`config.mk`:
```
export PLATFORM = sky130hd
export DESIGN_NAME = sram_boundary_scan_tap
export DESIGN_NICKNAME = d
export VERILOG_FILES = /design/src/shared/tap_pkg.sv /design/src/shared/tap_ctrl_if.sv /design/src/tap_fsm.sv /design/src/sram_boundary_scan_tap.sv
export SDC_FILE = /design/constraint.sdc
export NUM_CORES = 1
export LEC_CHECK = 0
export BUFFER_PORTS_ARGS = -buffer_cell sky130_fd_sc_hd__buf_4
export CORE_MARGIN = 1
export CORE_UTILIZATION = 50
export CTS_CLUSTER_DIAMETER = 30
export CTS_CLUSTER_SIZE = 16
export DETAILED_ROUTE_END_ITERATION = 8
export HOLD_SLACK_MARGIN = 0.05
export PLACE_DENSITY = 0.81
export SLEW_MARGIN = 15
export SYNTH_ARGS = -nofsm -noshare
export SYNTH_HDL_FRONTEND = slang
export SYNTH_SLANG_ARGS = --single-unit
```
`constraint.sdc`:
```
create_clock -name clk_sys -period 2 [get_ports clk_sys]
set_clock_uncertainty 0.2 [all_clocks]
set_input_delay 0.1 -clock clk_sys [delete_from_list [all_inputs] [get_ports clk_sys]]
set_output_delay 0.1 -clock clk_sys [all_outputs]
set_load 0.01 [all_outputs]
```
`src/shared/tap_pkg.sv`:
```
package tap_pkg;

  // ----------------------------------------
  // tap controller states
  // ----------------------------------------
  typedef enum logic [3:0] {
    st_reset   = 4'h0,
    st_idle    = 4'h1,
    st_sel_dr  = 4'h2,
    st_cap_dr  = 4'h3,
    st_shf_dr  = 4'h4,
    st_ex1_dr  = 4'h5,
    st_pau_dr  = 4'h6,
    st_ex2_dr  = 4'h7,
    st_upd_dr  = 4'h8,
    st_sel_ir  = 4'h9,
    st_cap_ir  = 4'ha,
    st_shf_ir  = 4'hb,
    st_ex1_ir  = 4'hc,
    st_pau_ir  = 4'hd,
    st_ex2_ir  = 4'he,
    st_upd_ir  = 4'hf
  } tap_state_e;

  // ----------------------------------------
  // instruction register
  // ----------------------------------------
  localparam int IR_LEN = 3;
  localparam logic [2:0] INSN_EXTEST = 3'h0;
  localparam logic [2:0] INSN_IDCODE = 3'h1;
  localparam logic [2:0] INSN_SAMPLE_Z = 3'h2;
  localparam logic [2:0] INSN_SAMPLE = 3'h4;
  localparam logic [2:0] INSN_BYPASS = 3'h7;
  localparam logic [2:0] IR_CAPTURE = 3'h1;
  localparam logic [2:0] IR_RESET = INSN_IDCODE;

  // ----------------------------------------
  // data registers and sampling
  // ----------------------------------------
  localparam int BSR_LEN = 109;
  localparam int ID_LEN = 32;
  // arbitrary identity value, names no real part
  localparam logic [31:0] ID_VALUE = 32'h0000_0001;
  localparam int SYNC_STAGES = 2;
  localparam int TMS_RESET_EDGES = 5;

endpackage : tap_pkg

```
`src/shared/tap_ctrl_if.sv`:
```
`timescale 1ns/1ns
`default_nettype none
interface tap_ctrl_if;
  logic tck_rise;
  logic tms;
  tap_pkg::tap_state_e state;

  modport ctrl (input tck_rise, input tms, output state);
  modport user (output tck_rise, output tms, input state);
endinterface : tap_ctrl_if
`default_nettype wire

```
`src/tap_fsm.sv`:
```
`timescale 1ns/1ns
`default_nettype none
module tap_fsm (
  // clock and reset
  input wire logic clk_sys,
  input wire logic arst_n,
  // controller link
  tap_ctrl_if.ctrl ctl
);

  tap_pkg::tap_state_e next_state;

  // ----------------------------------------
  // next state from tms at each test clock rise
  // ----------------------------------------
  // every state has a tms=1 path toward reset, so five highs always land there
  always_comb begin
    unique case (ctl.state)
      tap_pkg::st_reset: next_state = ctl.tms ? tap_pkg::st_reset : tap_pkg::st_idle;
      tap_pkg::st_idle: next_state = ctl.tms ? tap_pkg::st_sel_dr : tap_pkg::st_idle;
      tap_pkg::st_sel_dr: next_state = ctl.tms ? tap_pkg::st_sel_ir : tap_pkg::st_cap_dr;
      tap_pkg::st_cap_dr: next_state = ctl.tms ? tap_pkg::st_ex1_dr : tap_pkg::st_shf_dr;
      tap_pkg::st_shf_dr: next_state = ctl.tms ? tap_pkg::st_ex1_dr : tap_pkg::st_shf_dr;
      tap_pkg::st_ex1_dr: next_state = ctl.tms ? tap_pkg::st_upd_dr : tap_pkg::st_pau_dr;
      tap_pkg::st_pau_dr: next_state = ctl.tms ? tap_pkg::st_ex2_dr : tap_pkg::st_pau_dr;
      tap_pkg::st_ex2_dr: next_state = ctl.tms ? tap_pkg::st_upd_dr : tap_pkg::st_shf_dr;
      tap_pkg::st_upd_dr: next_state = ctl.tms ? tap_pkg::st_sel_dr : tap_pkg::st_idle;
      tap_pkg::st_sel_ir: next_state = ctl.tms ? tap_pkg::st_reset : tap_pkg::st_cap_ir;
      tap_pkg::st_cap_ir: next_state = ctl.tms ? tap_pkg::st_ex1_ir : tap_pkg::st_shf_ir;
      tap_pkg::st_shf_ir: next_state = ctl.tms ? tap_pkg::st_ex1_ir : tap_pkg::st_shf_ir;
      tap_pkg::st_ex1_ir: next_state = ctl.tms ? tap_pkg::st_upd_ir : tap_pkg::st_pau_ir;
      tap_pkg::st_pau_ir: next_state = ctl.tms ? tap_pkg::st_ex2_ir : tap_pkg::st_pau_ir;
      tap_pkg::st_ex2_ir: next_state = ctl.tms ? tap_pkg::st_upd_ir : tap_pkg::st_shf_ir;
      tap_pkg::st_upd_ir: next_state = ctl.tms ? tap_pkg::st_sel_dr : tap_pkg::st_idle;
    endcase
  end

  always_ff @(posedge clk_sys or negedge arst_n) begin
    if (!arst_n) begin
      ctl.state <= tap_pkg::st_reset;
    end else if (ctl.tck_rise) begin
      ctl.state <= next_state;
    end
  end

endmodule : tap_fsm
`default_nettype wire

```
`src/sram_boundary_scan_tap.sv`:
```
// Summary of operation
// - the tap controller moves state on each test clock rise as the mode select level dictates.
// - holding mode select high for five test clock rises reaches test-logic-reset from anywhere.
// - in scan mode the echo clocks follow the output clock pair, except under extest or sample-z.
// - with both output clocks high the echo clocks follow the input clock pair instead.
// - sample captures pin states at capture-dr and shifts the boundary chain in shift-dr.
// - instruction all ones puts the single bypass bit between data in and out in shift-dr.
`timescale 1ns/1ns
`default_nettype none
module sram_boundary_scan_tap #(
  parameter int BSR_LEN = tap_pkg::BSR_LEN
) (
  // system clock and reset
  input wire logic clk_sys,
  input wire logic arst_n,
  // test port pins
  input wire logic tck,
  input wire logic tms,
  input wire logic tdi,
  output logic tdo,
  output logic tdo_oe_n,
  // memory clock pins
  input wire logic clk_in_t,
  input wire logic clk_in_c,
  input wire logic clk_out_t,
  input wire logic clk_out_c,
  // echo clocks
  output logic echo_clock_true,
  output logic echo_clock_comp,
  // boundary cells
  input wire logic [BSR_LEN-1:0] pin_state,
  output logic [BSR_LEN-1:0] pin_drive,
  output logic extest_active
);

  tap_ctrl_if ctl ();

  // ----------------------------------------
  // pin synchronisers
  // ----------------------------------------
  logic [6:0] sync1;
  logic [6:0] sync2;
  logic tck_d;
  logic [BSR_LEN-1:0] pins1;
  logic [BSR_LEN-1:0] pins2;
  logic tck_s;
  logic tdi_s;
  logic tck_fall;

  always_ff @(posedge clk_sys or negedge arst_n) begin
    if (!arst_n) begin
      sync1 <= 7'h00;
      sync2 <= 7'h00;
      tck_d <= 1'b0;
    end else begin
      sync1 <= {clk_out_c, clk_out_t, clk_in_c, clk_in_t, tdi, tms, tck};
      sync2 <= sync1;
      tck_d <= sync2[0];
    end
  end

  // pins may be mid-transition when sampled; results then are not repeatable
  always_ff @(posedge clk_sys or negedge arst_n) begin
    if (!arst_n) begin
      pins1 <= '0;
      pins2 <= '0;
    end else begin
      pins1 <= pin_state;
      pins2 <= pins1;
    end
  end

  assign tck_s = sync2[0];
  assign tdi_s = sync2[2];
  assign ctl.tms = sync2[1];
  assign ctl.tck_rise = tck_s & ~tck_d;
  assign tck_fall = ~tck_s & tck_d;

  tap_fsm u_fsm (
    .clk_sys(clk_sys),
    .arst_n(arst_n),
    .ctl(ctl)
  );

  // ----------------------------------------
  // instruction register
  // ----------------------------------------
  logic [tap_pkg::IR_LEN-1:0] ir_shift;
  logic [tap_pkg::IR_LEN-1:0] insn;

  always_ff @(posedge clk_sys or negedge arst_n) begin
    if (!arst_n) begin
      ir_shift <= tap_pkg::IR_CAPTURE;
    end else if (ctl.tck_rise) begin
      if (ctl.state == tap_pkg::st_cap_ir) begin
        ir_shift <= tap_pkg::IR_CAPTURE;
      end else if (ctl.state == tap_pkg::st_shf_ir) begin
        ir_shift <= {tdi_s, ir_shift[tap_pkg::IR_LEN-1:1]};
      end
    end
  end

  // update happens on the falling edge, as for any 1149.1 controller
  always_ff @(posedge clk_sys or negedge arst_n) begin
    if (!arst_n) begin
      insn <= tap_pkg::IR_RESET;
    end else if (ctl.state == tap_pkg::st_reset) begin
      insn <= tap_pkg::IR_RESET;
    end else if (tck_fall && ctl.state == tap_pkg::st_upd_ir) begin
      insn <= ir_shift;
    end
  end

  logic sel_bsr;
  logic sel_bypass;
  logic sel_id;
  logic scan_hiz;

  assign sel_id = (insn == tap_pkg::INSN_IDCODE);
  assign scan_hiz = (insn == tap_pkg::INSN_EXTEST) || (insn == tap_pkg::INSN_SAMPLE_Z);
  assign sel_bsr = scan_hiz || (insn == tap_pkg::INSN_SAMPLE);
  // reserved codes fall back to bypass so the chain length stays defined
  assign sel_bypass = !sel_bsr && !sel_id;

  // ----------------------------------------
  // data registers
  // ----------------------------------------
  logic [BSR_LEN-1:0] bsr;
  logic [tap_pkg::ID_LEN-1:0] id_shift;
  logic bypass_bit;
  logic cap_dr;
  logic shf_dr;

  assign cap_dr = ctl.tck_rise && ctl.state == tap_pkg::st_cap_dr;
  assign shf_dr = ctl.tck_rise && ctl.state == tap_pkg::st_shf_dr;

  always_ff @(posedge clk_sys or negedge arst_n) begin
    if (!arst_n) begin
      bsr <= '0;
    end else if (sel_bsr) begin
      if (cap_dr) begin
        bsr <= pins2;
      end else if (shf_dr) begin
        bsr <= {tdi_s, bsr[BSR_LEN-1:1]};
      end
    end
  end

  always_ff @(posedge clk_sys or negedge arst_n) begin
    if (!arst_n) begin
      bypass_bit <= 1'b0;
    end else if (sel_bypass) begin
      if (cap_dr) begin
        bypass_bit <= 1'b0;
      end else if (shf_dr) begin
        bypass_bit <= tdi_s;
      end
    end
  end

  always_ff @(posedge clk_sys or negedge arst_n) begin
    if (!arst_n) begin
      id_shift <= '0;
    end else if (sel_id) begin
      if (cap_dr) begin
        id_shift <= tap_pkg::ID_VALUE;
      end else if (shf_dr) begin
        id_shift <= {tdi_s, id_shift[tap_pkg::ID_LEN-1:1]};
      end
    end
  end

  always_ff @(posedge clk_sys or negedge arst_n) begin
    if (!arst_n) begin
      pin_drive <= '0;
    end else if (tck_fall && sel_bsr && ctl.state == tap_pkg::st_upd_dr) begin
      pin_drive <= bsr;
    end
  end

  always_ff @(posedge clk_sys or negedge arst_n) begin
    if (!arst_n) begin
      extest_active <= 1'b0;
    end else begin
      extest_active <= (insn == tap_pkg::INSN_EXTEST);
    end
  end

  // ----------------------------------------
  // serial output, changes on test clock fall
  // ----------------------------------------
  logic dr_bit;

  always_comb begin
    dr_bit = bypass_bit;
    if (sel_bsr) begin
      dr_bit = bsr[0];
    end else if (sel_id) begin
      dr_bit = id_shift[0];
    end
  end

  always_ff @(posedge clk_sys or negedge arst_n) begin
    if (!arst_n) begin
      tdo <= 1'b0;
      tdo_oe_n <= 1'b1;
    end else if (tck_fall) begin
      if (ctl.state == tap_pkg::st_shf_ir) begin
        tdo <= ir_shift[0];
        tdo_oe_n <= 1'b0;
      end else if (ctl.state == tap_pkg::st_shf_dr) begin
        tdo <= dr_bit;
        tdo_oe_n <= 1'b0;
      end else begin
        tdo_oe_n <= 1'b1;
      end
    end
  end

  // ----------------------------------------
  // echo clocks
  // ----------------------------------------
  // rebuilt from sampled pins, so only valid for slow scan-mode clocks
  logic out_tied_high;

  assign out_tied_high = sync2[5] & sync2[6];

  always_ff @(posedge clk_sys or negedge arst_n) begin
    if (!arst_n) begin
      echo_clock_true <= 1'b0;
      echo_clock_comp <= 1'b0;
    end else if (scan_hiz) begin
      echo_clock_true <= 1'b0;
      echo_clock_comp <= 1'b0;
    end else if (out_tied_high) begin
      echo_clock_true <= sync2[3];
      echo_clock_comp <= sync2[4];
    end else begin
      echo_clock_true <= sync2[5];
      echo_clock_comp <= sync2[6];
    end
  end

endmodule : sram_boundary_scan_tap
`default_nettype wire

```
## Word level (Yosys, flattened, before mapping)

Index checks and enable logic that the tools add are counted.

| storage, ports and cells | value |
|---|---|
| bits in registers | 499 |
| input port bits | 118 |
| word-level logic and storage cells | 97 |
| output and inout bits | 114 |

| operators by class | value |
|---|---|
| reduce and logical (&&, ||, !) cells | 24 |
| equality and inequality tests | 18 |
| bitwise operators | 5 |
| muxes and demuxes | 33 |

Operators by type and width:

| operator | number |
|---|---|
| 109-bit 2-to-1 mux | 2 |
| 32-bit 2-to-1 mux | 2 |
| 4-bit one-hot mux with 12 select lines | 1 |
| 4-bit equality test, second input constant | 8 |
| 3-bit 2-to-1 mux | 6 |
| 4-bit by 3-bit equality test with 1-bit output, second input constant | 4 |
| 4-bit 2-to-1 mux | 4 |
| 1-bit 2-to-1 mux | 15 |
| 2-bit AND reduction | 5 |
| 4-bit by 2-bit equality test with 1-bit output, second input constant | 2 |
| 2-bit nonzero test | 4 |
| 1-bit logical AND | 6 |
| 2-bit 2-to-1 mux | 3 |
| 4-bit by 1-bit equality test with 1-bit output, second input constant | 1 |
| 4-bit zero test | 1 |
| 2-bit OR reduction | 2 |
| 1-bit bitwise AND | 3 |
| 3-bit by 1-bit equality test with 1-bit output, second input constant | 1 |
| 3-bit by 2-bit equality test with 1-bit output, second input constant | 1 |
| 3-bit equality test, second input constant | 1 |
| 3-bit zero test | 1 |
| 3-bit OR reduction | 1 |
| 1-bit zero test | 2 |
| 1-bit logical OR | 2 |
| 1-bit inverter | 2 |

## Logic depth before layout (Yosys ltp)

Gate-level depths: netlist (run 1).

| depth | value |
|---|---|
| word-level depth | 6 |
| depth in mapped cells | 9 |
| depth with buffers taken out | 4 |

## By module

Synthesis (run 1) repeated with hierarchy kept, for this count alone.

| unflattened totals | value |
|---|---|
| cell total of the unflattened synthesis | 1197 |
| area, all modules | 17372.9 sq um |

By module, submodules not included:

| module | area each (sq um) | times used | cells an instance |
|---|---|---|---|
| sram_boundary_scan_tap | 16972.5 | 1 | 1150 |
| tap_fsm | 400.4 | 1 | 47 |

## Least setup slack after synthesis (run 1)

Ideal clock, no wire load.

| timing path | value |
|---|---|
| kind | reg-to-reg |
| start | register insn[0] in the netlist's numbering |
| end | register pin_drive[100] |
| clock period less this slack | 1.905 ns |
| cell stages (with the launch flop) | 8 |
| library setup time | 0.125 ns |
| required time | 1.675 ns |
| data arrival time | 1.581 ns |
| path slack | 0.095 ns |
| path through | dfstp_2 buf_2 a21oi_1 nand4_1 buf_2 buf_6 buf_6 mux2_2 |

| between the ends | value |
|---|---|
| word-level cells in the longest chain between the ends | 5 |

Ends and longest elaborated chain:

| what | line | RTL |
|---|---|---|
| from (decl) | sram_boundary_scan_tap.sv:89 | `logic [tap_pkg::IR_LEN-1:0] insn;` |
| from (signal assigned) | sram_boundary_scan_tap.sv:106 | `insn <= tap_pkg::IR_RESET;` |
| from (signal assigned) | sram_boundary_scan_tap.sv:108 | `insn <= tap_pkg::IR_RESET;` |
| from (signal assigned) | sram_boundary_scan_tap.sv:110 | `insn <= ir_shift;` |
| 3-bit by 2-bit equality test with 1-bit output or 3-bit zero test (tied branches) | sram_boundary_scan_tap.sv:120 | `assign scan_hiz = (insn == tap_pkg::INSN_EXTEST) \|\| (insn == tap_pkg::INSN_SAMPLE_Z);` |
| 1-bit logical OR | sram_boundary_scan_tap.sv:120 |  |
| 1-bit logical OR * | sram_boundary_scan_tap.sv:121 | `assign sel_bsr = scan_hiz \|\| (insn == tap_pkg::INSN_SAMPLE);` |
| 1-bit logical AND * (2 in series) | sram_boundary_scan_tap.sv:176 | `end else if (tck_fall && sel_bsr && ctl.state == tap_pkg::st_upd_dr) begin` |
| to (signal assigned) | sram_boundary_scan_tap.sv:177 | `pin_drive <= bsr;` |
| to (decl) | sram_boundary_scan_tap.sv:32 | `output logic [BSR_LEN-1:0] pin_drive,` |

Mark *: on every way between the ends. The rest lies on a longest branch, timed or not.
A chain may end at the register's enable or synchronous reset.

## Worst setup path in the final report (run 1)

| timing path | value |
|---|---|
| start | register u_fsm.ctl.state[0] |
| end | register bsr[76] |

| between the ends | value |
|---|---|
| word-level cells in the longest chain between the ends | 4 |

Ends and longest elaborated chain:

| what | line | RTL |
|---|---|---|
| from (decl) | tap_ctrl_if.sv:8 | `modport ctrl (input tck_rise, input tms, output state);` |
| from (signal assigned) | tap_fsm.sv:40 | `ctl.state <= tap_pkg::st_reset;` |
| from (signal assigned) | tap_fsm.sv:42 | `ctl.state <= next_state;` |
| 4-bit by 2-bit equality test with 1-bit output or 4-bit by 3-bit equality test with 1-bit output (tied branches) | sram_boundary_scan_tap.sv:134, sram_boundary_scan_tap.sv:135 |  |
| 1-bit logical AND (on tied branches) | sram_boundary_scan_tap.sv:134, sram_boundary_scan_tap.sv:135 |  |
| 2-bit nonzero test (no source line) | -- |  |
| 2-bit AND reduction (no source line) | -- |  |
| to (signal assigned) | sram_boundary_scan_tap.sv:142 | `bsr <= pins2;` |
| to (signal assigned) | sram_boundary_scan_tap.sv:144 | `bsr <= {tdi_s, bsr[BSR_LEN-1:1]};` |
| to (decl) | sram_boundary_scan_tap.sv:128 | `logic [BSR_LEN-1:0] bsr;` |

Several ways; a longest one is shown, not always the timed one.

==> results.txt, run 1 <==
setup TNS - 0 ns
Worst Max-Slew Pin Slew - 0.619 ns
Final Util - 0.762
Sink Count - 499
kind of critical path - flop to flop
CP cell instances - and2_1, and3_4, buf_12, buf_12, mux2i_1, o21ai_1
Leak - 0.0118 uW
Final WS setup - 0.0424 ns
CP endpoint kind - flop
Hold Vio Cnt, Final - 0
Worst Hold Class - flop to flop
Post-Syn Nets - 1306
relative slew slack - 0.584
CTS Buf Count - 92
Compound-Gate Fraction of Synth Area - 0.0554
clk buf depth - 3
Sw Pwr - 6650 uW
mapped cell area - 0.0171 mm2
reg2reg path depth - 6
critical path launch point type - flop
Critical-path top delay cell - dfrtp_2
mean post-synth cell area - 14.4 um2
main combinational cell family by area after synthesis - multiplexers
Final Slew Violations - 0
XOR/XNOR Fraction of Synth Area - 0
GPL Wtd Cong - 0.820
most frequent cell after synthesis - dfrtp_1
max-cap violation count - 0
1st-pass router iterations - 5
number of enable flip-flop cells after synthesis - 0
die width - 187 um
Layout fillers - 1808
Final nets - 1861
vias in the first global route - 13200
most common library cells after synthesis - dfrtp_1, nand2_1, mux2i_1
Max VDD drop - 0.00102 V
Die H - 187 um
vias per std cell - 5.15
WL per Instance - 19.8 um
power share of the clock group - 0.564
hold depth - 0
initial core utilization - 0.510
area grow syn2layout - 49.4%
metal1 wirelength - 16900 um
Worst Path Required - 2.27 ns
share of layout cells above drive strength 1 - 0.321
RSZ-0062 raised after global routing - yes
CTS tree - done
largest net degree at the start of global routing - 65
number of library cell types mapped by synthesis - 47
DRC Markers - 0
Logic pwr share - 0.066
Simple-Gate Fraction of Synth Area - 0.0523
power density cells - 1130 mW/mm2
GRT Total Usage - 0.262
WL met3 - 2060 um
Adder-Cell Fraction of Synth Area - 0.000584
met2 routed WL - 24400 um
mux contribution to synthesized area - 0.137
YS warnings - 0
final period utilization - 0.979
crit path DAT - 2.22 ns
Pint - 22300 uW
CP most frequent cell - buf_12
Async SR Flop Fraction - 1.00
Core Region - 0.0336 mm2
final global-route overflow total - 0
Clock Tree Root - clkbuf_16
outcome - finished, final reports clean
via count - 11700
Synth area leader - dfrtp_1
Worst-Skew Late Latency - 0.60 ns
Setup Viol. Count Final - 0
full die area - 0.0350 mm2
post-layout min period - 1.96 ns
antenna violations before repair - 1
first-pass GRT wire length - 71100 um
post-route ant nets - 0
placement-stage worst setup slack - 0.0231 ns
top layer in use - met4
# rows - 67
I/O pins - 232
hold slack - 0.137 ns
WL final - 44900 um
crit path max fanout - 19
most area-consuming cells after synthesis - dfrtp_1, mux2_2, mux2i_1
Synth Flop Type - dfrtp_1
placed wire-length estimate - 21900 um
htree depth - 3
I/O Buffers - 231
area share of the largest cell type after synthesis - 0.724
clock slew at reported path FFs - 0.05 ns
Synth Instances - 1188
Max Fclk - 511 MHz
Yosys reg bits - 499
sw frac - 0.230
Iter 0 DRT Violations - 520
CP peak stage delay - 0.45 ns
Flop pwr share - 0.370
share of the yosys chip area belonging to registers - 0.729
[worst max-delay path: cells and delay by family, from the launching register on]
| kind | cells | cell delay [ns] |
|---|---|---|
| multiplexers | 1 | 0.28 |
| AO/OA/AOI/OAI | 1 | 0.10 |
| flip-flops | 1 | 0.45 |
| AND/OR/NAND/NOR | 2 | 0.41 |
| buffers and inverters | 2 | 0.39 |
[per-stage QoR]
stage               instance area, um2  std cells  power, uW
floorplan                        17100       1188      11500
global placement                 19900       1859      12300
detailed placement               19900       1859      12300
CTS                              25500       2261      28900
global route                     25600       2265      29800
finish                           25600       2266      28900
[metal layers]
metal | vias up | GRT usage
li1 | 5180 | -
met1 | 6004 | 0.298
met5 | - | 0
met2 | 371 | 0.475
met3 | 111 | 0.0552
met4 | 0 | 0.116
[cells by family (layout without fill, tap and decap cells)]
family	count (synthesis)	after routing
other	0	1
multiplexers	221	221
adder cells (fa/ha/maj)	1	1
AND/OR/NAND/NOR	216	216
buffers and inverters	73	702
flip-flops	499	499
AO/OA/AOI/OAI	178	178
[layout make-up]
cell class	instances	area, um2	share of cell area
timing repair buffer	529	4990	0.195
tap	448	561	0.0219
clock inverter	57	767	0.0300
sequential	499	12500	0.488
antenna	1	2.50	0.0000977
inverter	5	18.8	0.000733
clock buffer	111	2530	0.0990
multi-input combinational	616	4240	0.166
[state kept, by name (all words and copies together) (netlist names)]
| signal | cells |
|---|---|
| bsr | 109 |
| pins2 | 109 |
| insn | 3 |
| ir_shift | 3 |
| tdo_oe_n | 1 |
| pins1 | 109 |
| bypass_bit | 1 |
| sync2 | 7 |
| echo_clock_true | 1 |
| tck_d | 1 |
| tdo | 1 |
| u_fsm.ctl.state | 4 |
| id_shift | 32 |
| pin_drive | 109 |
| extest_active | 1 |
| echo_clock_comp | 1 |
| sync1 | 7 |
[layout by cell type (no fill, tap or decap), types with 10 or more instances in the layout]
master,n
clkbuf_16,95
dlygate4sd3_1,234
o21ai_1,99
buf_4,261
clkbuf_8,14
mux2i_1,111
dfrtp_1,493
nand2_1,181
mux2_2,109
o21ai_0,55
buf_12,31
clkinvlp_4,10
bufinv_16,13
[final timing paths]
check	startpoint	to	slack, ns
worst max-delay path	u_fsm.ctl.state[0]	bsr[76]	0.04
worst min-delay path	pins1[13]	pins2[13]	0.14
worst max register to register	u_fsm.ctl.state[0]	bsr[76]	0.04
worst min register to register	pins1[13]	pins2[13]	0.14
max in group asynchronous	arst_n	tdo_oe_n	0.49
min in group asynchronous	arst_n	bsr[69]	0.41
[repair_timing]
action / CTS / global route
hold endpoints to repair: 615 / 0
hold buffers: 234 / 0
pin swaps: 0 / 1
gates resized for setup: 1 / 5
cloned: 0 / 2
setup buffers: 0 / 2
setup endpoints to repair: 1 / 107
[power groups by stage]
stage / logic, uW / registers [uW] / clock network [uW]
floorplan: 757 / 10800 / 0
CTS: 1880 / 10700 / 16300
global route: 2080 / 10700 / 17000
finish: 1920 / 10700 / 16300
detailed placement: 1500 / 10800 / 0
global placement: 1440 / 10800 / 0
(Power assumes the default switching activity.)
==> run 2, diff against run 1 <==
--- a/config.mk
+++ b/config.mk
@@ -5,7 +5,7 @@
 export SDC_FILE = /design/constraint.sdc
 export NUM_CORES = 1
 export LEC_CHECK = 0
-export BUFFER_PORTS_ARGS = -buffer_cell sky130_fd_sc_hd__buf_4
+export BUFFER_PORTS_ARGS = -buffer_cell sky130_fd_sc_hd__buf_2
 export CORE_MARGIN = 1
 export CORE_UTILIZATION = 50
 export CTS_CLUSTER_DIAMETER = 30
==> run 2 against run 1 <==
  * Worst hold slack improved by 0.0019 ns
  * Global-route usage is 0.59 points lower
  * Largest power group unchanged
  * Combinational power up 5%
  * Sequential share of layout area up 1.2 points
==> results.txt, run 2 (synthesis gave the netlist of run 1 again) <==
1st-pass router iterations - 5 (unchanged)
Final nets - 1870 (+0.48%)
Sink Count - 499 (unchanged)
full die area - 0.0350 mm2 (unchanged)
Die H - 187 um (unchanged)
Setup Viol. Count Final - 0 (unchanged)
most frequent cells in the layout - dfrtp_1, dlygate4sd3_1, buf_2, nand2_1, mux2i_1
commonest non-fill, non-tap cell in the layout - dfrtp_1
antenna violations before repair - 3 (+2)
total power - 27900 uW (-3.6%)
I/O pins - 232 (unchanged)
final global-route overflow total - 0 (unchanged)
crit path max fanout - 16 (-3)
initial core utilization - 0.510 (unchanged)
relative slew slack - 0.638 (+0.0545)
vias in the first global route - 12900 (-2.1%)
post-layout min period - 1.97 ns (+0.00877 ns)
Max VDD drop - 0.000984 V (-3.6%)
Clock Tree Root - clkbuf_16
Leak - 0.0117 uW (-1.0%)
# rows - 67 (unchanged)
crit path DAT - 2.21 ns (about the same)
Final Slew Violations - 0 (unchanged)
WL final - 44400 um (-1.1%)
vias per std cell - 5.11 (-0.82%)
Core Region - 0.0336 mm2 (unchanged)
kind of critical path - flop to flop
Iter 0 DRT Violations - 634 (+22%)
via count - 11600 (-0.34%)
power density cells - 1120 mW/mm2 (-1.2%)
area grow syn2layout - 45.9%
Worst Hold Class - flop to flop
DRC Markers - 0 (unchanged)
clk buf depth - 3 (unchanged)
WL per Instance - 19.5 um (-1.6%)
placed wire-length estimate - 21800 um (-0.61%)
share of layout cells above drive strength 1 - 0.327 (+0.00554)
final period utilization - 0.983 (+0.00438)
critical path launch point type - flop
CTS tree - done
CP endpoint kind - flop
outcome - finished, final reports clean
I/O Buffers - 231 (unchanged)
largest net degree at the start of global routing - 84 (+29%)
setup TNS - 0 ns (unchanged)
Hold Vio Cnt, Final - 0 (unchanged)
Worst-Skew Late Latency - 0.59 ns (about the same)
Worst Path Required - 2.24 ns (-0.03 ns)
CTS Buf Count - 87 (-5.4%)
post-route ant nets - 0 (unchanged)
GRT Total Usage - 0.257 (-0.00588)
first-pass GRT wire length - 69300 um (-2.5%)
Layout fillers - 1939 (+7.2%)
Worst Max-Slew Pin Slew - 0.538 ns (-0.0809 ns)
Max Fclk - 509 MHz (-0.45%)
clock slew at reported path FFs - 0.05 ns (about the same)
htree depth - 3 (unchanged)
max-cap violation count - 0 (unchanged)
die width - 187 um (unchanged)
GPL Wtd Cong - 0.800 (-2.5%)
## run 2: cell types whose count changed in the layout (fill, tap and decap cells not counted), sizes merged
| cell | delta |
|---|---|
| buf | +11 |
| bufinv | -4 |
| clkbuf | -4 |
| clkinv | +2 |
| clkinvlp | +6 |
| diode | +2 |
| inv | -2 |
## run 2: layout make-up
cell class | count | area (um2) | share of cell area
sequential | 499 | 12500 | 0.500
clock buffer | 104 | 2380 | 0.0954
inverter | 5 | 18.8 | 0.000751
tap | 448 | 561 | 0.0224
antenna | 3 | 7.51 | 0.000300
clock inverter | 59 | 683 | 0.0273
multi-input combinational | 616 | 4260 | 0.171
timing repair buffer | 543 | 4580 | 0.183
## run 2: power breakdown
group,leakage [uW],switching [uW],internal (uW)
registers,0.00641,208,10500
logic,0.00383,983,1020
clock network,0.00146,5380,9820
## run 2: metal layers
metal / up-vias / share of wire / GRT usage
met4: 2 / 0.048 / 0.144
li1: 5207 / - / -
met5: - / 0.00023 / 0
met2: 403 / 0.53 / 0.456
met3: 137 / 0.052 / 0.0512
met1: 5877 / 0.37 / 0.288
## run 2: per-stage QoR
stage	hold slack [ns]	std cells	util	setup slack, ns	cell area, um2
floorplan	-0.396	1188	-	0.0947	17100
global placement	-0.171	1862	0.575	0.105	19300
detailed placement	-0.173	1862	0.575	0.0195	19300
CTS	0.135	2260	0.737	0.00887	24800
global route	0.148	2276	0.744	-0.0261	25000
finish	0.139	2277	0.744	0.0336	25000
## run 2: final timing paths
check / start / end / cells after the start / slack, ns
setup / recovery: u_fsm.ctl.state[0] / id_shift[16] / 7 / 0.03
hold / removal: pins1[8] / pins2[8] / 0 / 0.14
setup reg to reg: u_fsm.ctl.state[0] / id_shift[16] / 7 / 0.03
hold reg to reg: pins1[8] / pins2[8] / 0 / 0.14
max in group asynchronous: arst_n / pin_drive[0] / 5 / 0.62
min in group asynchronous: arst_n / bsr[63] / 4 / 0.48
## run 2: critical path, cell delays in order (launching register included)
cell	delay (ns)
dfrtp_2	0.45
buf_6	0.15
nor3b_4	0.21
buf_4	0.16
o2111ai_4	0.20
clkbuf_16	0.25
nand2_1	0.09
o21ai_0	0.11
## run 2: timing repair
action	4_1_cts	5_1_grt
resized for setup	3	15
setup endpoints to repair	4	49
buffers inserted	0	10
gates cloned	0	4
hold buffers	235	0
hold endpoints to repair	615	0
pin swaps	0	2
